### config.mk
export PLATFORM = sky130hd
export DESIGN_NAME = fnd_top
export DESIGN_NICKNAME = d
export VERILOG_FILES = /design/src/logic/fnd_pkg.sv /design/src/logic/fnd_sdm.sv /design/src/logic/fnd_top.sv
export SDC_FILE = /design/constraint.sdc
export NUM_CORES = 1
export LEC_CHECK = 0
export BUFFER_PORTS_ARGS = -buffer_cell sky130_fd_sc_hd__buf_2
export CORE_ASPECT_RATIO = 0.5
export CORE_UTILIZATION = 55
export DETAILED_ROUTE_END_ITERATION = 8
export GPL_TIMING_DRIVEN = 0
export PLACE_DENSITY = 0.81
export SLEW_MARGIN = 20
export SYNTH_ARGS = -nofsm -noshare
export SYNTH_HDL_FRONTEND = slang
export SYNTH_SLANG_ARGS = --single-unit
### constraint.sdc
create_clock -name i_sys_clk -period 5.26 [get_ports i_sys_clk]
set_clock_uncertainty 0.05 [all_clocks]
set_input_delay 1.052 -clock i_sys_clk [delete_from_list [all_inputs] [get_ports i_sys_clk]]
set_output_delay 1.052 -clock i_sys_clk [all_outputs]
set_load 0.02 [all_outputs]
### src/logic/fnd_pkg.sv
package fnd_pkg;
    // Configuration word field positions
    localparam int INT_MSB = 30;
    localparam int INT_LSB = 15;
    localparam int FRAC_MSB = 14;
    localparam int FRAC_LSB = 3;
    localparam int MOD_MSB = 14;
    localparam int MOD_LSB = 3;
    localparam int BSEL_DIS_BIT = 28;
    localparam int LWIN_SEL_BIT = 7;
    localparam int LWIN_EXT_LO_BIT = 26;
    localparam int LWIN_EXT_HI_BIT = 27;
    localparam int BSDIV_EXT_MSB = 6;
    localparam int BSDIV_EXT_LSB = 3;
    localparam int EXT_FRAC_MSB = 31;
    localparam int EXT_FRAC_LSB = 28;
    localparam int MODULUS_EXTENSION_BITS_MSB = 27;
    localparam int MODULUS_EXTENSION_BITS_LSB = 24;
    localparam int OUT_A_EN_BIT = 5;
    localparam int OUT_B_EN_BIT = 9;
    localparam int PDN_BIT = 5;
    // Lock window codes in tenths of a nanosecond
    localparam logic [6:0] LWIN_10NS = 7'h64;
    localparam logic [6:0] LWIN_6NS = 7'h3c;
    localparam logic [6:0] LWIN_3NS = 7'h1e;
    localparam logic [6:0] LWIN_4NS = 7'h28;
    localparam logic [6:0] LWIN_4P5NS = 7'h2d;
    localparam logic [6:0] LWIN_1P5NS = 7'h0f;
    // Dither sequence length exponent and band count
    localparam int DITHER_LEN_LOG2 = 21;
    localparam int NUM_BANDS = 3;
    // Band calibration dwell in band-select clocks
    localparam logic [7:0] BAND_DWELL = 8'h10;
    // Reset values
    localparam logic [15:0] INT_RESET = 16'h0017;
    localparam logic [15:0] MOD_RESET = 16'h0002;
endpackage

### src/logic/fnd_sdm.sv
`timescale 1ns/1ps
// First-order accumulator modulator with optional LFSR dither
module fnd_sdm
    import fnd_pkg::*;
#(
    parameter int W = 16
) (
    // Clock and reset
    input wire logic i_sys_clk,
    input wire logic i_srst,
    // Control
    input wire logic i_step,
    input wire logic i_restart,
    input wire logic i_dither_en,
    input wire logic [W-1:0] i_frac,
    input wire logic [W-1:0] i_mod,
    // Carry out
    output logic o_carry
);
    logic [W:0] acc, next_acc;
    logic [DITHER_LEN_LOG2-1:0] lfsr, next_lfsr;
    logic next_carry;
    logic [W:0] sum;

    // Accumulate numerator modulo the modulus; zero numerator never carries
    always_comb begin
        sum = acc + {1'b0, i_frac} + {{W{1'b0}}, (i_dither_en & lfsr[0] & (i_frac != '0))};
        next_acc = acc;
        next_carry = o_carry;
        next_lfsr = lfsr;
        if (i_restart) begin
            next_acc = '0;
            next_carry = 1'b0;
        end else if (i_step) begin
            // Dither lengthens the repeat to the LFSR period, 2^21 - 1 steps
            next_lfsr = {lfsr[DITHER_LEN_LOG2-2:0], lfsr[20] ^ lfsr[18]};
            if (sum >= {1'b0, i_mod}) begin // Repeat length follows modulus
                next_acc = sum - {1'b0, i_mod};
                next_carry = 1'b1;
            end else begin
                next_acc = sum;
                next_carry = 1'b0;
            end
        end
    end

    always_ff @(posedge i_sys_clk) begin
        if (i_srst) begin
            acc <= '0;
            o_carry <= 1'b0;
            lfsr <= 21'h000001;
        end else begin
            acc <= next_acc;
            o_carry <= next_carry;
            lfsr <= next_lfsr;
        end
    end
endmodule

### src/logic/fnd_top.sv
`timescale 1ns/1ps
// Function
// - Feedback average ratio is integer plus numerator over modulus, dual-modulus style
// - Integer part is 16 bits from config word 0 bits 30:15
// - Numerator is 12 bits from config word 0 bits 14:3
// - Modulus is 12 bits from config word 1 bits 14:3
// - Word 7 extension nibbles widen numerator and modulus to 16 bits
// - Zero numerator means pure integer division
// - Reference pre-divider is 10 bits, optional extra divide by two
// - Optional doubler ahead of pre-divider doubles phase detector rate
// - Lock window from word 2 bit 7 with word 6 bits 27:26
// - Band-select logic runs from detector clock divided to 125-500 kHz
// - Without dither, repeat length follows the modulus factors
// - Dither lengthens repeat to two to the 21 minus one cycles
// - Word 4 bit 5 enables primary, bit 9 enables auxiliary, each on its own
// - Power-down puts the reference input in high impedance
// - Detector compares dividers, gives up/down, with anti-backlash
// - Device picks one of three bands itself by calibration
// - Band choice runs at power-up and on each word 0 write
// - Disable bit 28 of word 1 blocks band choice and resync on word 0 writes, not the power-up run
module fnd_top
    import fnd_pkg::*;
#(
    parameter int INT_W = 16,
    parameter int FR_W = 16,
    parameter int RDIV_W = 10,
    parameter int BSDIV_W = 12,
    parameter int ABL_CYC = 2
) (
    // Clock and reset
    input wire logic i_sys_clk,
    input wire logic i_srst,
    // Configuration words from the serial host
    input wire logic [31:0] i_cfg_word0,
    input wire logic i_cfg_word0_wr,
    input wire logic [31:0] i_cfg_word1,
    input wire logic [31:0] i_cfg_word2,
    input wire logic [31:0] i_cfg_word4,
    input wire logic [31:0] i_cfg_word6,
    input wire logic [31:0] i_cfg_word7,
    input wire logic [RDIV_W-1:0] i_ref_div,
    input wire logic [7:0] i_bsel_div,
    input wire logic i_ref_half_en,
    input wire logic i_ref_doubler_en,
    input wire logic i_dither_en,
    input wire logic i_ext16_en,
    // Clocks as enables
    input wire logic i_ref_tick,
    input wire logic i_vco_tick,
    input wire logic [NUM_BANDS-1:0] i_band_fast,
    // Outputs
    output logic o_fb_tick,
    output logic o_pfd_ref_tick,
    output logic o_phase_up,
    output logic o_phase_dn,
    output logic o_int_mode,
    output logic [6:0] o_lock_window,
    output logic [1:0] o_band,
    output logic o_band_busy,
    output logic o_bsel_tick,
    output logic o_resync,
    output logic o_out_a_en,
    output logic o_out_b_en,
    output logic o_ref_in_oe
);
    typedef enum logic [2:0] {
        FND_IDLE = 3'b001,
        FND_TRY = 3'b010,
        FND_DONE = 3'b100
    } fnd_cal_t;

    // Active ratio and pending ratio
    logic [INT_W-1:0] act_int, next_act_int, pend_int, next_pend_int;
    logic [FR_W-1:0] act_frac, next_act_frac, pend_frac, next_pend_frac;
    logic [FR_W-1:0] act_mod, next_act_mod, pend_mod, next_pend_mod;
    logic pend_v, next_pend_v;
    logic [INT_W-1:0] fb_cnt, next_fb_cnt;
    logic next_fb_tick;
    logic sdm_carry;
    logic fb_wrap;

    // Pending value formed from base fields plus extension nibbles
    function automatic logic [FR_W-1:0] fnd_ext(input logic [11:0] base, input logic [3:0] ext, input logic en);
        fnd_ext = en ? {ext, base} : {4'h0, base};
    endfunction

    assign fb_wrap = i_vco_tick && (fb_cnt == '0);

    // Feedback counter: reloads integer minus one, or the integer on a carry, giving periods of integer or integer plus one
    always_comb begin
        next_pend_int = pend_int;
        next_pend_frac = pend_frac;
        next_pend_mod = pend_mod;
        next_pend_v = pend_v;
        next_act_int = act_int;
        next_act_frac = act_frac;
        next_act_mod = act_mod;
        next_fb_cnt = fb_cnt;
        next_fb_tick = 1'b0;
        if (i_cfg_word0_wr) begin
            next_pend_int = i_cfg_word0[INT_MSB:INT_LSB];
            next_pend_frac = fnd_ext(i_cfg_word0[FRAC_MSB:FRAC_LSB],
                                     i_cfg_word7[EXT_FRAC_MSB:EXT_FRAC_LSB], i_ext16_en);
            next_pend_mod = fnd_ext(i_cfg_word1[MOD_MSB:MOD_LSB],
                                    i_cfg_word7[MODULUS_EXTENSION_BITS_MSB:MODULUS_EXTENSION_BITS_LSB], i_ext16_en);
            next_pend_v = 1'b1;
        end
        if (i_vco_tick) begin
            if (fb_wrap) begin
                next_fb_tick = 1'b1;
                // Swap all three at the boundary, never a mixed ratio
                if (pend_v && !i_cfg_word0_wr) begin
                    next_act_int = pend_int;
                    next_act_frac = pend_frac;
                    next_act_mod = pend_mod;
                    next_pend_v = 1'b0;
                end
                next_fb_cnt = act_int - INT_W'(1) + INT_W'(sdm_carry);
            end else begin
                next_fb_cnt = fb_cnt - INT_W'(1);
            end
        end
    end

    always_ff @(posedge i_sys_clk) begin
        if (i_srst) begin
            pend_int <= INT_RESET;
            pend_frac <= '0;
            pend_mod <= MOD_RESET;
            pend_v <= 1'b0;
            act_int <= INT_RESET;
            act_frac <= '0;
            act_mod <= MOD_RESET;
            fb_cnt <= '0;
            o_fb_tick <= 1'b0;
        end else begin
            pend_int <= next_pend_int;
            pend_frac <= next_pend_frac;
            pend_mod <= next_pend_mod;
            pend_v <= next_pend_v;
            act_int <= next_act_int;
            act_frac <= next_act_frac;
            act_mod <= next_act_mod;
            fb_cnt <= next_fb_cnt;
            o_fb_tick <= next_fb_tick;
        end
    end

    // Modulator steps once per feedback cycle; zero numerator gives integer mode
    fnd_sdm #(.W(FR_W)) u_sdm (
        .i_sys_clk(i_sys_clk),
        .i_srst(i_srst),
        .i_step(fb_wrap),
        .i_restart(fb_wrap && pend_v && !i_cfg_word0_wr),
        .i_dither_en(i_dither_en),
        .i_frac(act_frac),
        .i_mod(act_mod),
        .o_carry(sdm_carry)
    );

    // Reference path: doubler, pre-divider, optional halving
    logic dbl_ph, next_dbl_ph;
    logic ref_ev;
    logic [RDIV_W:0] r_cnt, next_r_cnt;
    logic [RDIV_W:0] r_load;
    logic next_pfd_ref_tick;

    // Doubler as an extra event per reference tick; tick pacing must leave a spare cycle
    always_comb begin
        next_dbl_ph = dbl_ph;
        ref_ev = i_ref_tick;
        if (i_ref_doubler_en) begin
            next_dbl_ph = i_ref_tick;
            ref_ev = i_ref_tick | dbl_ph;
        end else begin
            next_dbl_ph = 1'b0;
        end
        // Zero divide treated as one; halving doubles the count
        r_load = i_ref_half_en ? {i_ref_div, 1'b0} : {1'b0, i_ref_div};
        if (r_load == '0) begin
            r_load = (RDIV_W+1)'(1);
        end
        next_r_cnt = r_cnt;
        next_pfd_ref_tick = 1'b0;
        if (ref_ev) begin
            if (r_cnt <= (RDIV_W+1)'(1)) begin
                next_r_cnt = r_load;
                next_pfd_ref_tick = 1'b1;
            end else begin
                next_r_cnt = r_cnt - (RDIV_W+1)'(1);
            end
        end
    end

    always_ff @(posedge i_sys_clk) begin
        if (i_srst) begin
            dbl_ph <= 1'b0;
            r_cnt <= '0;
            o_pfd_ref_tick <= 1'b0;
        end else begin
            dbl_ph <= next_dbl_ph;
            r_cnt <= next_r_cnt;
            o_pfd_ref_tick <= next_pfd_ref_tick;
        end
    end

    // Phase detector with anti-backlash overlap before reset
    logic next_up, next_dn;
    logic [3:0] abl_cnt, next_abl_cnt;
    always_comb begin
        next_up = o_phase_up | o_pfd_ref_tick;
        next_dn = o_phase_dn | o_fb_tick;
        next_abl_cnt = '0;
        if (o_phase_up && o_phase_dn) begin
            // Both on briefly so tiny errors still produce pulses
            next_abl_cnt = abl_cnt + 4'h1;
            if (abl_cnt >= 4'(ABL_CYC - 1)) begin
                next_up = o_pfd_ref_tick;
                next_dn = o_fb_tick;
                next_abl_cnt = '0;
            end
        end
    end

    always_ff @(posedge i_sys_clk) begin
        if (i_srst) begin
            o_phase_up <= 1'b0;
            o_phase_dn <= 1'b0;
            abl_cnt <= '0;
        end else begin
            o_phase_up <= next_up;
            o_phase_dn <= next_dn;
            abl_cnt <= next_abl_cnt;
        end
    end

    // Band-select clock divider, 8 bits widened by four extension bits
    logic [BSDIV_W-1:0] bs_cnt, next_bs_cnt, bs_load;
    logic next_bsel_tick;
    always_comb begin
        bs_load = {i_cfg_word6[BSDIV_EXT_MSB:BSDIV_EXT_LSB], i_bsel_div};
        next_bs_cnt = bs_cnt;
        next_bsel_tick = 1'b0;
        if (o_pfd_ref_tick) begin
            if (bs_cnt <= BSDIV_W'(1)) begin
                next_bs_cnt = bs_load;
                next_bsel_tick = 1'b1;
            end else begin
                next_bs_cnt = bs_cnt - BSDIV_W'(1);
            end
        end
    end

    // Band calibration: walk bands, keep first whose VCO is not too fast, else the last band
    fnd_cal_t cal_st, next_cal_st;
    logic [1:0] next_band;
    logic [7:0] dwell, next_dwell;
    logic cal_go, next_resync;
    logic boot, next_boot;
    // Power-up run and each word 0 write, unless disabled
    assign cal_go = boot || (i_cfg_word0_wr && !i_cfg_word1[BSEL_DIS_BIT]);

    always_comb begin
        next_cal_st = cal_st;
        next_band = o_band;
        next_dwell = dwell;
        next_resync = 1'b0;
        next_boot = 1'b0;
        case (cal_st)
            FND_IDLE, FND_DONE: begin
                if (cal_go) begin
                    next_cal_st = FND_TRY;
                    next_band = 2'h0;
                    next_dwell = '0;
                end
            end
            FND_TRY: begin
                if (cal_go) begin
                    // A write mid-walk restarts from the first band, so the new ratio is judged
                    next_band = 2'h0;
                    next_dwell = '0;
                end else if (o_bsel_tick) begin
                    next_dwell = dwell + 8'h01;
                    if (dwell == BAND_DWELL - 8'h01) begin
                        next_dwell = '0;
                        if (!i_band_fast[o_band] || o_band == 2'(NUM_BANDS - 1)) begin
                            next_cal_st = FND_DONE;
                            next_resync = 1'b1;
                        end else begin
                            next_band = o_band + 2'h1;
                        end
                    end
                end
            end
            default: next_cal_st = FND_IDLE;
        endcase
    end

    always_ff @(posedge i_sys_clk) begin
        if (i_srst) begin
            bs_cnt <= '0;
            o_bsel_tick <= 1'b0;
            cal_st <= FND_IDLE;
            o_band <= 2'h0;
            dwell <= '0;
            o_resync <= 1'b0;
            o_band_busy <= 1'b0;
            boot <= 1'b1;
        end else begin
            bs_cnt <= next_bs_cnt;
            o_bsel_tick <= next_bsel_tick;
            cal_st <= next_cal_st;
            o_band <= next_band;
            dwell <= next_dwell;
            o_resync <= next_resync;
            o_band_busy <= (next_cal_st == FND_TRY);
            boot <= next_boot;
        end
    end

    // Lock window decode, output enables, power-down reference gating
    logic [6:0] next_lock_window;
    logic [2:0] lsel;
    always_comb begin
        lsel = {i_cfg_word6[LWIN_EXT_HI_BIT], i_cfg_word6[LWIN_EXT_LO_BIT], i_cfg_word2[LWIN_SEL_BIT]};
        case (lsel)
            3'h0: next_lock_window = LWIN_10NS;
            3'h1: next_lock_window = LWIN_6NS;
            3'h2, 3'h3: next_lock_window = LWIN_3NS;
            3'h4: next_lock_window = LWIN_4NS;
            3'h5: next_lock_window = LWIN_4P5NS;
            default: next_lock_window = LWIN_1P5NS;
        endcase
    end

    always_ff @(posedge i_sys_clk) begin
        if (i_srst) begin
            o_lock_window <= LWIN_10NS;
            o_int_mode <= 1'b1;
            o_out_a_en <= 1'b0;
            o_out_b_en <= 1'b0;
            o_ref_in_oe <= 1'b0;
        end else begin
            o_lock_window <= next_lock_window;
            o_int_mode <= (act_frac == '0);
            o_out_a_en <= i_cfg_word4[OUT_A_EN_BIT];
            o_out_b_en <= i_cfg_word4[OUT_B_EN_BIT];
            o_ref_in_oe <= !i_cfg_word2[PDN_BIT]; // Low means high impedance
        end
    end
endmodule

Word level (Yosys, flattened, before mapping)
Index checks and enable logic that the tools add are counted.
Storage, ports and cells
  register bits after elaboration: 212
  input bits: 222
  logic and storage cells: 151
Operators by class
  $add $sub $neg: 11
  magnitude comparators: 5
  eq/ne operators: 15
  multiplexer cells: 43
  bitwise operators: 15
  reductions and logical operators: 31
Operators with widths (number)
  2-to-1 mux 16 bit: 3
  one-hot mux 7 bit (5 select lines): 1
  2-to-1 mux 11 bit: 3
  logical NOT 16 bit: 2
  2-to-1 mux 8 bit: 4
  subtractor 16 x 1 -> 16 bit (second input constant): 2
  adder 17 x 1 -> 17 bit: 1
  adder 17 x 16 -> 17 bit: 1
  >= comparator 17 x 16 -> 1 bit: 1
  2-to-1 mux 17 bit: 1
  subtractor 17 x 16 -> 17 bit: 1
  adder 16 x 1 -> 16 bit: 1
  2-to-1 mux 1 bit: 16
  one-hot mux 8 bit (2 select lines): 1
  nonzero test 16 bit: 1
  2-to-1 mux 3 bit: 5
  OR reduction 2 bit: 7
  == test 3 x 2 -> 1 bit (second input constant): 4
  <= comparator 12 x 1 -> 1 bit (second input constant): 1
  2-to-1 mux 12 bit: 1
  subtractor 12 x 1 -> 12 bit (second input constant): 1
  <= comparator 11 x 1 -> 1 bit (second input constant): 1
  logical NOT 11 bit: 1
  subtractor 11 x 1 -> 11 bit (second input constant): 1
  other kinds (29): 59

Depth between registers and ports, before layout
Gate-level depths: netlist (run 1).
  depth after elaboration: 10
  mapped depth: 20

Hierarchy
From an unflattened synthesis (run 1), not the netlist that was laid out.
Second synthesis, totals
  cells, all modules: 1300
  area, all modules: 10913.0 um^2
Modules (own cells, without submodules)
  fnd_top: instances 1, cells each 902, area each 7699.9 um^2, sequential area each 3463.3 um^2
  fnd_sdm: instances 1, cells each 398, area each 3213.1 um^2, sequential area each 780.7 um^2

Worst setup path before layout (run 1)
Ideal clock, no wire load.
  kind: in2reg
  from: input port i_dither_en
  to: register u_sdm.acc[15]
  library setup time: 0.117 ns
  data arrival time: 4.516 ns
  data required time: 5.093 ns
  path slack: 0.577 ns
  stages: 18
  cell sequence: nand3_1 -> fa_1 -> fa_1 -> nor2b_1 -> o31a_1 -> o21ai_0 -> o21ai_0 -> xor2_1 -> ha_1 -> a21o_1 -> and2_1 -> nor2_1 -> nand2_1 -> o211ai_1 -> nand3_2 -> buf_2 -> a32oi_1 -> nand2_1
Between the ends
  word-level cells in the longest chain between the ends: 5
  elaborated cells on any way between the ends: 6
RTL lines
  start: declaration: RTL line fnd_top.sv:45  | input wire logic i_dither_en,
  AND 1 bit * (2 in series): RTL line fnd_sdm.sv:27  | sum = acc + {1'b0, i_frac} + {{W{1'b0}}, (i_dither_en & lfsr[0] & (i_frac != '0))};
  adder 17 x 1 -> 17 bit *: RTL line fnd_sdm.sv:27
  subtractor 17 x 16 -> 17 bit or >= comparator 17 x 16 -> 1 bit (tied branches): RTL line fnd_sdm.sv:38, fnd_sdm.sv:37
  2-to-1 mux 17 bit *: RTL line fnd_sdm.sv:37  | if (sum >= {1'b0, i_mod}) begin
  end signal: assignment: RTL line fnd_sdm.sv:53  | acc <= next_acc;
  end: declaration: RTL line fnd_sdm.sv:20  | logic [W:0] acc, next_acc;
Every way passes the cells marked *; elsewhere a longest branch is shown, timed or not.
A chain may end at the register's enable or synchronous reset.

Worst setup path after layout (run 1)
  from: register act_frac[1]
  to: register u_sdm.acc[11]
Between the ends
  word-level cells in the longest chain between the ends: 5
  elaborated cells on any way between the ends: 7
RTL lines
  start: declaration: RTL line fnd_top.sv:74  | logic [FR_W-1:0] act_frac, next_act_frac, pend_frac, next_pend_frac;
  start signal: assignment: RTL line fnd_top.sv:142  | act_frac <= next_act_frac;
  branches (longest 2 deep; another with adder 17 x 16 -> 17 bit)
  adder 17 x 1 -> 17 bit *: RTL line fnd_sdm.sv:27
  subtractor 17 x 16 -> 17 bit or >= comparator 17 x 16 -> 1 bit (tied branches): RTL line fnd_sdm.sv:38, fnd_sdm.sv:37
  2-to-1 mux 17 bit *: RTL line fnd_sdm.sv:37
Every way passes the cells marked *.

==> results of run 1 <==
[kinds of logic after synthesis]
group	count (synthesis)
mux	64
simple gates	523
flops	212
other cells	1
buf+inv	114
compound gates	312
xor+xnor	44
fa+ha+maj	46
[flip-flops by register name (all words and copies together), names as in the netlist, 2 cells and up]
signal,cells
abl_cnt,4
act_frac,16
act_int,16
act_mod,16
bs_cnt,12
cal_st,3
dwell,8
fb_cnt,16
o_band,2
o_lock_window,7
pend_frac,16
pend_int,16
pend_mod,16
r_cnt,11
u_sdm.acc,17
u_sdm.lfsr,21
[how the worst max path moves through the flow]
stage / to / slack [ps] / cells past startpoint
detailed placement: u_sdm.acc[10] / -280 / 19
finish: u_sdm.acc[11] / 230 / 21
CTS: u_sdm.acc[15] / 30 / 20
global placement: u_sdm.acc[10] / -270 / 19
floorplan: u_sdm.acc[15] / 580 / 18
global route: u_sdm.acc[15] / -9 / 21
[routing by layer]
metal  up-vias  wire [um]
met2       314      12300
li1       4876          -
met3        62       1690
met1      4608      13000
met5         -         13
met4         2        806
[synthesized netlist by cell type, types with 11 or more instances]
cell type  instances  area, um^2
a211oi_1          19         143
a21o_1            11        82.6
a21oi_1          132         661
buf_2             11        55.1
clkbuf_1          45         169
dfxtp_1          212        4240
ha_1              43         538
inv_1             52         195
mux2i_1           63         631
nand2_1          212         796
nand2b_1          12        75.1
nand3_1           27         135
nand4_1           14        87.6
nor2_1           142         533
nor2b_1           16         100
nor3_1            25         125
nor4_1            20         125
o211ai_1          12        90.1
o21a_1            11        82.6
o21ai_0           68         340
or3_1             14        87.6
xnor2_1           23         201
xor2_1            21         184
[worst max-delay path: cells and delay by family, from the launching register on]
family	cells	cell delay, ps
adders and majority gates	3	890
AOI/OAI and AO/OA	6	1180
xor gates and xnor gates	1	330
muxes	1	170
and+or+nand+nor	8	1490
DFF	1	360
buffers and inverters	2	420
[cell usage in the layout, fill, tap and decap left out, drive strengths merged, types with 5 or more instances in the layout]
cell type	count
o31ai	9
nor2b	16
o21ai	69
xnor2	23
inv	52
nand3	28
nor4	22
and3	6
dfxtp	212
o21a	11
nor2	145
mux2i	63
nor3	27
nand2	214
clkbuf	71
ha	43
a22oi	9
xor2	21
or3	15
clkinv	5
a21oi	132
nand4	14
a21o	11
a211oi	19
nor3b	5
nand2b	12
a31oi	6
o211ai	12
buf	126
[power by group]
part	switching [uW]	internal [uW]	leakage, uW	total, uW
logic	1910	1310	0.00292	3220
clock network	637	868	0.000325	1500
registers	170	1790	0.00173	1960
total	2710	3970	0.00497	6690
[metrics by stage]
stage	total power, uW	instance area, um^2	setup slack, ps
final	6690	12200	232
after detailed placement	5050	11500	-284
after global routing	7130	12200	-9.48
after global placement	4980	11500	-271
after CTS	6550	12200	26.4
after floorplan	4370	10600	577
[area by class of cell]
class	count	area, um^2
Clock inverter	9	134
Timing Repair Buffer	109	551
Sequential cell	212	4240
Clock buffer	26	533
Fill cell	1599	6460
Buffer	62	256
Tap cell	259	324
Inverter	52	195
Multi-Input combinational cell	990	5960
[timing repair]
item                                    4_1_cts  5_1_grt
gates resized for setup                       0        7
endpoints found under the setup margin       10       18
gates cloned                                  0        0
pin swaps                                     1        2
hold buffers                                  0        0
buffers inserted                              1        1
==> key figures, run 1 <==
Clock tree
  • Number of H-tree levels: 1
  • Clock sink total: 212
  • Buffers from clock root to sink, at most: 3
  • Worst-path clk slew: 70 ps
  • Root Driver: clkbuf_16
  • TritonCTS buffer count: 20
  • TritonCTS clock tree: yes
  • Clock Latency Late Sink: 510 ps

Routing
  • Routed vias: 9,862
  • Pre-antenna DRT Iters: 7
  • Via/cell ratio: 5.74
  • DRC violations left: 0
  • Post-Route WL: 27,800 um
  • Avg WL per Cell: 16.2 um
  • Routed Antenna Nets: 0
  • Initial DRC count: 688

Setup path
  • Crit start category: register
  • Worst setup EP type: register
  • Reg2Reg Launch Point: act_frac[1]
  • CP required: 5590 ps
  • Slowest cell on the critical path: nor4_1
  • Worst Setup SP: act_frac[1]
  • CP max FO: 10
  • Reg-to-reg slack, setup: 230 ps
  • Critical path arrival: 5360 ps
  • Critical path type: reg -> reg
  • Cell chain of the critical path: nor4_1, nand4_1, nand3_1, fa_1, fa_1, nor2b_2, o31a_1, o21ai_0, o21ai_1, xor2_1, ha_2, a21o_1, and2_1, nor2_1, nand2_1, o211ai_1, buf_4, nand3_4, buf_4, mux2i_1, o21ai_0
  • Slowest stage delay, CP: 420 ps
  • Cells on worst reg2reg path: 21
  • Reg-to-Reg End: u_sdm.acc[11]

Floorplanning
  • Initial Util: 57.0%
  • Die Height: 100 um
  • DIE AREA: 19,900 um^2
  • Boundary Pins: 242
  • Core ar.: 18,700 um^2
  • Standard-cell rows: 35
  • Chip Width: 199 um

Global route
  • GRT Util Overall: 27.9%
  • Initial antenna violation count: 1
  • Met2 usage: 44.8%
  • Met3 Use GR: 4.10%
  • First-pass GRT wire length: 44,700 um
  • Met1 global-route usage: 38.6%
  • Grt total ovfl: 0
  • Largest net degree at the start of global routing: 16
  • Vias in the first global route: 9,044
  • Busiest grt layer: met2

Flow run
  • Max Cap Viol: 0

Final layout
  • Post-layout net count: 1,715
  • Area growth, synth to finish: 14.7%
  • Share of layout cells above drive strength 1: 11.8%
  • Final Util: 65.4%
  • Final cell count without fillers: 1,719
  • Ant diodes: 0

Synth
  • Cells after Synth: 1,316
  • Post-Synth Simple-Gate Area: 22.9%
  • Synthesis-stage register bit count: 212
  • Ys async rst share: 0%
  • EDFF count, synth: 0
  • Synth Area in XOR/XNOR: 3.62%
  • Yosys Warn Count: 0
  • Sequential area share after synthesis: 39.9%
  • Unique masters post-synth: 72
  • Mux cell area share after synthesis: 6.04%
  • Post-synthesis compound-gate area fraction: 17.7%
  • Syn Nets: 1,584
  • Adder-cell share of the synthesized area: 5.62%
  • Mapped cell area: 10,600 um^2
  • Syn avg cell area: 8.08 um^2
  • Top_reg_cell synth: dfxtp_1
  • Largest family of logic cells by synthesized area: simple AND/OR/NAND/NOR gates

Placed design
  • HPWL Detailed: 20,600 um
  • Placer Congestion: 0.936
  • I/O Buffers: 107
  • # placed instances: 1,682

Hold path
  • Endpoint of the worst hold path: u_sdm.lfsr[19]
  • HP Start: u_sdm.lfsr[19]
  • HP Class: reg -> reg
  • WHS Path Cells: 2

Run status
  • Status: finished clean

STA
  • Worst slew pin tran: 1040 ps
  • Total Neg Setup Slack: 0 ps
  • Normalized max-slew margin: 29.8%
  • Fmax: 0.199 GHz
  • Period utilization: 95.6%
  • Hold slack: 403 ps
  • Max-slew violations: 0
  • Final setup violation count: 0
  • Count of final hold-check violations: 0
  • Min cycle time layout: 5030 ps

Power
  • Leak: 0.00497 uW
  • Pwr dens: 548 nW/um^2
  • Peak supply drop: 0.000374 V
Note: power is estimated with default switching activity, not from simulation.
==> inputs of run 2 (changes only) <==
Settings changed: CORE_UTILIZATION 55 to 49, PLACE_DENSITY 0.81 to 0.76.
Clock period 5.26 ns to 4.55 ns, I/O delays scaled along.
==> run 2 against run 1 <==
  * Wire length increased by 0.83%
  * Largest power group unchanged
  * Fmax increased by 11%
  * Total power increased by 21%
  * Clock power increased by 11%
  * Global-route usage decreased by 3.9 points
==> key figures, run 2 (same netlist as run 1, synthesis figures left out) <==
Setup path
  • Reg-to-Reg End: u_sdm.acc[13]
  • Cells on worst reg2reg path: 20
  • CP max FO: 4
  • Crit path max-delay family: compound AO/OA/AOI/OAI gates
  • Crit path buf inv count: 1
  • Slowest stage delay, CP: 370 ps
  • Reg2Reg Launch Point: act_frac[14]
  • CP required: 4880 ps
  • Critical path type: reg -> reg
  • Worst setup EP type: register
  • Slowest cell on the critical path: o31a_1
  • Critical path arrival: 4870 ps
  • Crit path capture: u_sdm.acc[13]
  • Worst Setup SP: act_frac[14]
  • Cell chain of the critical path: nor4_4, nand4_1, nand3_2, fa_2, fa_2, nor2b_2, o31a_1, o21ai_2, o21ai_2, xor2_2, ha_4, a21o_1, and2_4, nor2_4, nand2_1, o211ai_1, nand3_2, buf_6, a32o_1, a31o_1
  • Crit start category: register
  • Worst path depth: 20
  • Reg-to-reg slack, setup: 10 ps

Clock tree
  • Buffers from clock root to sink, at most: 3
  • Clock Latency Late Sink: 490 ps
  • Number of H-tree levels: 1
  • Clock sink total: 212
  • TritonCTS clock tree: yes
  • Root Driver: clkbuf_16
  • TritonCTS buffer count: 20
  • Worst-path clk slew: 70 ps

Routing
  • Initial DRC count: 765
  • Via/cell ratio: 5.60
  • Pre-antenna DRT Iters: 5
  • DRC violations left: 0
  • Avg WL per Cell: 15.9 um
  • Post-Route WL: 28,100 um
  • Routed Antenna Nets: 0
  • Routed vias: 9,896

Placed design
  • Post-place instance area: 11,500 um^2
  • I/O Buffers: 107
  • HPWL Detailed: 20,300 um
  • Placer Congestion: 0.941

Final layout
  • Share of layout cells above drive strength 1: 16.0%
  • Most flops, register: u_sdm.lfsr
  • Post-layout net count: 1,730
  • Final instance area: 12,600 um^2
  • Area growth, synth to finish: 18.4%
  • Leading cell type in the layout, fill and taps excluded: nand2_1
  • Largest registers: u_sdm.lfsr x21, u_sdm.acc x17
  • Final Util: 60.2%
  • Most frequent cells in the layout: 211 x nand2_1, 199 x dfxtp_1, 137 x nor2_1
  • Largest register FFs: 21
  • Layout filler cell count: 1,784
  • Ant diodes: 0

STA
  • Normalized max-slew margin: 29.7%
  • Final setup violation count: 0
  • Min cycle time layout: 4540 ps
  • Count of final hold-check violations: 0
  • Worst slew pin tran: 1040 ps
  • Period utilization: 99.8%
  • Fmax: 0.220 GHz
  • Max-slew violations: 0

Power
  • P_sw: 3320 uW
  • Combinational Power Share: 51.6%
  • Peak supply drop: 0.000698 V
  • Sw Share: 40.9%
  • Pwr dens: 645 nW/um^2
  • Internal: 4800 uW
  • Sequential share of power: 27.9%
  • Leak: 0.00513 uW
  • Clk pwr share: 20.4%

Global route
  • Grt total ovfl: 0
  • Initial antenna violation count: 0
  • First-pass GRT wire length: 43,800 um
  • Vias in the first global route: 9,031
  • GRT Util Overall: 24.0%
  • Largest net degree at the start of global routing: 17

Floorplanning
  • Die Height: 106 um
  • Standard-cell rows: 37
  • DIE AREA: 22,300 um^2
  • Chip Width: 210 um
  • Initial Util: 50.8%
  • Core ar.: 20,900 um^2
  • Boundary Pins: 242

Flow run
  • Max Cap Viol: 0

Run status
  • Status: finished clean

Hold path
  • HP Class: reg -> reg
-- run 2: cell count changes in the layout (fill, tap and decap cells not counted), moves of 5 or more --
cell	previous run	this run
ha_4	0	5
nor2_1	142	137
dfxtp_2	0	9
buf_4	3	15
dfxtp_1	212	199
clkbuf_8	1	6
-- run 2: metrics by stage --
step | hold slack (ps) | instances | worst slack (ps) | TNS, ps | power (uW)
2_1_floorplan | 375 | 1316 | 9.06 | 0 | 5050
3_3_place_gp | 388 | 1715 | -768 | -10470 | 5740
3_5_place_dp | 394 | 1715 | -804 | -11330 | 5830
4_1_cts | 401 | 1756 | 28.8 | 0 | 7690
5_1_grt | 413 | 1767 | -79.3 | -303 | 8570
6_report | 397 | 1767 | 9.81 | 0 | 8120
-- run 2: layout make-up --
cell class | instances | area (um^2) | area share (%)
Buffer | 62 | 260 | 2.07
Multi-Input combinational cell | 990 | 6170 | 49.0
Clock buffer | 29 | 616 | 4.89
Tap cell | 292 | 365 | 2.90
Inverter | 52 | 195 | 1.55
Timing Repair Buffer | 124 | 671 | 5.32
Sequential cell | 212 | 4270 | 33.9
Clock inverter | 6 | 42.5 | 0.338
-- run 2: worst min-delay path: stages, from the launching register on --
cell	delay, ps
dfxtp_1	310
nand2_1	50
a21oi_1	50
-- run 2: how the worst min path moves through the flow --
stage	start	endpoint	slack (ps)	cells past startpoint
final	pend_frac[13]	act_frac[13]	400	2
after CTS	pend_frac[13]	act_frac[13]	400	2
after global placement	u_sdm.lfsr[16]	u_sdm.lfsr[16]	390	2
after floorplan	u_sdm.acc[0]	u_sdm.acc[0]	380	2
after detailed placement	u_sdm.lfsr[17]	u_sdm.lfsr[17]	390	2
after global routing	pend_frac[1]	act_frac[1]	410	2
-- run 2: per-layer routing --
metal	GRT usage (%)	share of wire [%]	routed length, um	up-vias
met2	39.4	45	12700	324
li1	-	-	-	4892
met3	2.36	5.3	1480	74
met5	0	0	0	-
met1	32.9	46	13000	4606
met4	8.76	3.3	914	0
-- run 2: timing repair --
item | 4_1_cts | 5_1_grt
endpoints found under the setup margin | 18 | 18
hold endpoints to repair | 0 | 0
setup buffers | 6 | 11
pin swaps | 4 | 25
gates resized for setup | 14 | 58
hold buffers | 0 | 0
-- run 2: power by group through the flow --
stage	sequential (uW)	clock, uW	combinational, uW
after floorplan	2260	0	2790
after global placement	2290	0	3450
after detailed placement	2300	0	3530
after CTS	2260	1670	3750
after global routing	2290	1750	4520
final	2270	1660	4190
==> inputs of run 3 (changes only) <==
Settings changed: ABC_AREA from default to 1, CORE_UTILIZATION 49 to 50, PLACE_DENSITY 0.76 to 0.75.
==> run 3 against run 2 <==
  * Hold slack improved by 13 ps
  * Non-clock buffer count fell by 13
  * Flip-flop and latch count did not move
  * Critical path depth rose by 3
  * Fmax rose by 7.3%
  * Sequential power fell by 6%
  * Die area rose by 3.6%
  * Critical endpoint is now u_sdm.acc[8]
==> key figures, run 3 <==
Setup path
  • Worst setup EP type: register
  • Critical path type: reg -> reg
  • Slowest stage delay, CP: 440 ps
  • CP max FO: 10
  • Cell chain of the critical path: nor4_1, nand4_1, nand3_1, fa_1, fa_1, inv_1, nand2_1, nand3_1, xor2_1, inv_1, ha_1, nand2_1, inv_1, a21oi_1, nand2_1, nand2_1, nand2_1, nand2_4, nand3_4, buf_4, nand2_1, nand3_1, a21oi_1
  • Cells on worst reg2reg path: 23
  • Reg-to-reg slack, setup: 320 ps
  • Critical path arrival: 4600 ps
  • Worst Setup SP: act_frac[9]
  • Crit start category: register
  • Most frequent cell on the critical path: nand2_1
  • CP required: 4920 ps
  • Crit path capture: u_sdm.acc[8]
  • Reg-to-Reg End: u_sdm.acc[8]
  • Slowest cell on the critical path: fa_1
  • Reg2Reg Launch Point: act_frac[9]

Synth
  • Leading post-synthesis cells by instance count: 325 x nand2_1, 218 x nor2_1, 212 x dfxtp_1
  • Synthesis-stage register bit count: 212
  • Mapped cell area: 11,200 um^2
  • Sequential area share after synthesis: 37.7%
  • Biggest area consumer among synthesized cells: dfxtp_1
  • EDFF count, synth: 0
  • Top_reg_cell synth: dfxtp_1
  • Yosys Warn Count: 0
  • Top cell type's share of synthesized area: 37.7%
  • Unique masters post-synth: 51
  • Cells after Synth: 1,631
  • Syn Nets: 1,899
  • Most frequent cell after synthesis: nand2_1
  • Area contributors post-synth: dfxtp_1 38%, nand2_1 11%, nor2_1 7.3%
  • Syn avg cell area: 6.89 um^2
  • Ys async rst share: 0%

Routing
  • Post-Route WL: 29,600 um
  • Initial DRC count: 771
  • DRC violations left: 0
  • Pre-antenna DRT Iters: 5
  • Avg WL per Cell: 14.3 um
  • Routed Antenna Nets: 0
  • Via/cell ratio: 5.29
  • Routed vias: 11,000

Clock tree
  • Root Driver: clkbuf_16
  • Worst-path clk slew: 70 ps
  • Clock sink total: 212
  • Buffers from clock root to sink, at most: 3
  • Clock Latency Late Sink: 500 ps
  • TritonCTS clock tree: yes
  • Post-CTS Hold Fix Bufs: 0
  • Number of H-tree levels: 1
  • TritonCTS buffer count: 20
  • Post-CTS Setup Repair Bufs: 0

Final layout
  • Post-layout net count: 2,028
  • Largest register FFs: 21
  • Most frequent cells in the layout: 324 x nand2_1, 218 x nor2_1, 205 x dfxtp_1
  • Leading cell type in the layout, fill and taps excluded: nand2_1
  • Area growth, synth to finish: 14.5%
  • Largest registers: u_sdm.lfsr x21, u_sdm.acc x17
  • Most flops, register: u_sdm.lfsr
  • Share of layout cells above drive strength 1: 11.4%
  • Layout filler cell count: 2,110
  • Ant diodes: 0

Floorplanning
  • Standard-cell rows: 38
  • Initial Util: 51.4%
  • Boundary Pins: 242
  • Die Height: 108 um
  • Core ar.: 21,900 um^2
  • Chip Width: 214 um
  • DIE AREA: 23,100 um^2

STA
  • Min cycle time layout: 4230 ps
  • Total Neg Setup Slack: 0 ps
  • Hold slack: 411 ps
  • Worst slew pin tran: 721 ps
  • Max-slew violations: 0
  • Period utilization: 93.0%
  • Final setup violation count: 0
  • Fmax: 0.236 GHz
  • Count of final hold-check violations: 0
  • Normalized max-slew margin: 52.0%
  • Final WS setup: 321 ps

Placed design
  • HPWL Detailed: 22,600 um
  • Placer Congestion: 0.949
  • I/O Buffers: 107
  • Worst slack, placed: -400 ps

Global route
  • Largest net degree at the start of global routing: 16
  • Initial antenna violation count: 0
  • Grt total ovfl: 0
  • First-pass GRT wire length: 47,800 um
  • GRT Util Overall: 25.4%
  • Vias in the first global route: 9,697

Power
  • Peak supply drop: 0.000243 V
  • Leak: 0.00598 uW
  • Pwr dens: 466 nW/um^2

Hold path
  • HP Class: reg -> reg

Flow run
  • Max Cap Viol: 0

Run status
  • Status: finished clean
## run 3: changes by cell type in the layout (fill, tap and decap cells not counted), sizes merged, moves of 11 or more
cell    before  now
o21ai       69  135
nand3       28  120
inv         52  190
nand2      214  329
a21oi      132   96
a211oi      19    2
or3         15    0
nand4       14   29
nor2b       16    0
nor3        27   67
nor4        22    9
a21o        11    0
mux2i       63    0
nor2       145  223
## run 3: layout make-up
type | instances | area (um^2) | area share [%]
multi-input cells | 1164 | 6000 | 46.6
flip-flops and latches | 212 | 4250 | 33.0
inverters | 189 | 709 | 5.51
clock buffers | 28 | 582 | 4.52
repair buffers | 107 | 536 | 4.16
well taps | 300 | 375 | 2.92
plain buffers | 66 | 319 | 2.48
clock inverters | 7 | 96.3 | 0.748
## run 3: worst min-delay path by stage
stage,start,end,slack [ps],cells past startpoint
global route,fb_cnt[1],fb_cnt[1],430,2
detailed placement,pend_int[4],pend_int[4],400,2
finish,pend_int[4],pend_int[4],410,2
CTS,pend_v,pend_v,410,2
floorplan,pend_int[4],pend_int[4],370,2
global placement,pend_v,pend_v,400,2
## run 3: power by group
group | internal (uW) | total [uW] | switching (uW)
clock network | 1010 | 1750 | 737
logic | 753 | 2100 | 1350
registers | 2020 | 2140 | 122
## run 3: per-layer routing
metal / routed length, um / GRT usage, % / up-vias
met5: 0 / 0 / -
met4: 685 / 6.63 / 0
met3: 1710 / 3.52 / 51
met2: 13000 / 41.4 / 301
met1: 14300 / 35.5 / 5006
li1: - / - / 5610
## run 3: worst max-delay path, delay by kind of cell (launching register included)
kind	cells	cell delay, ps
buf+inv	4	490
xor+xnor	1	340
flops	1	400
compound gates	2	290
fa+ha+maj	3	1220
simple gates	13	1350
## run 3: timing repair
item                                   4_1_cts  5_1_grt
resized for setup                            1       16
setup endpoints to repair                    8       18
endpoints found under the hold margin        0        0
## run 3: cells by family (layout without fill, tap and decap cells)
group                      after synthesis  in the layout  share of synthesized area, %
adders and majority gates               46             46                          5.32
other                                    1              1                        0.0333
buffers and inverters                  255            397                          9.10
xor gates and xnor gates                44             44                          3.43
AOI/OAI and AO/OA                      282            282                          13.9
and+or+nand+nor                        791            791                          30.4
DFF                                    212            212                          37.7
## run 3: per-stage QoR
step                cell area, um^2  power, uW  utilization [%]  std cells
finish                        12900       6000             58.9       2073
global route                  12900       6400             58.9       2073
CTS                           12800       5970             58.7       2073
detailed placement            12200       4220             55.6       2038
global placement              12200       4210             55.6       2038
floorplan                     11200       3750                -       1631
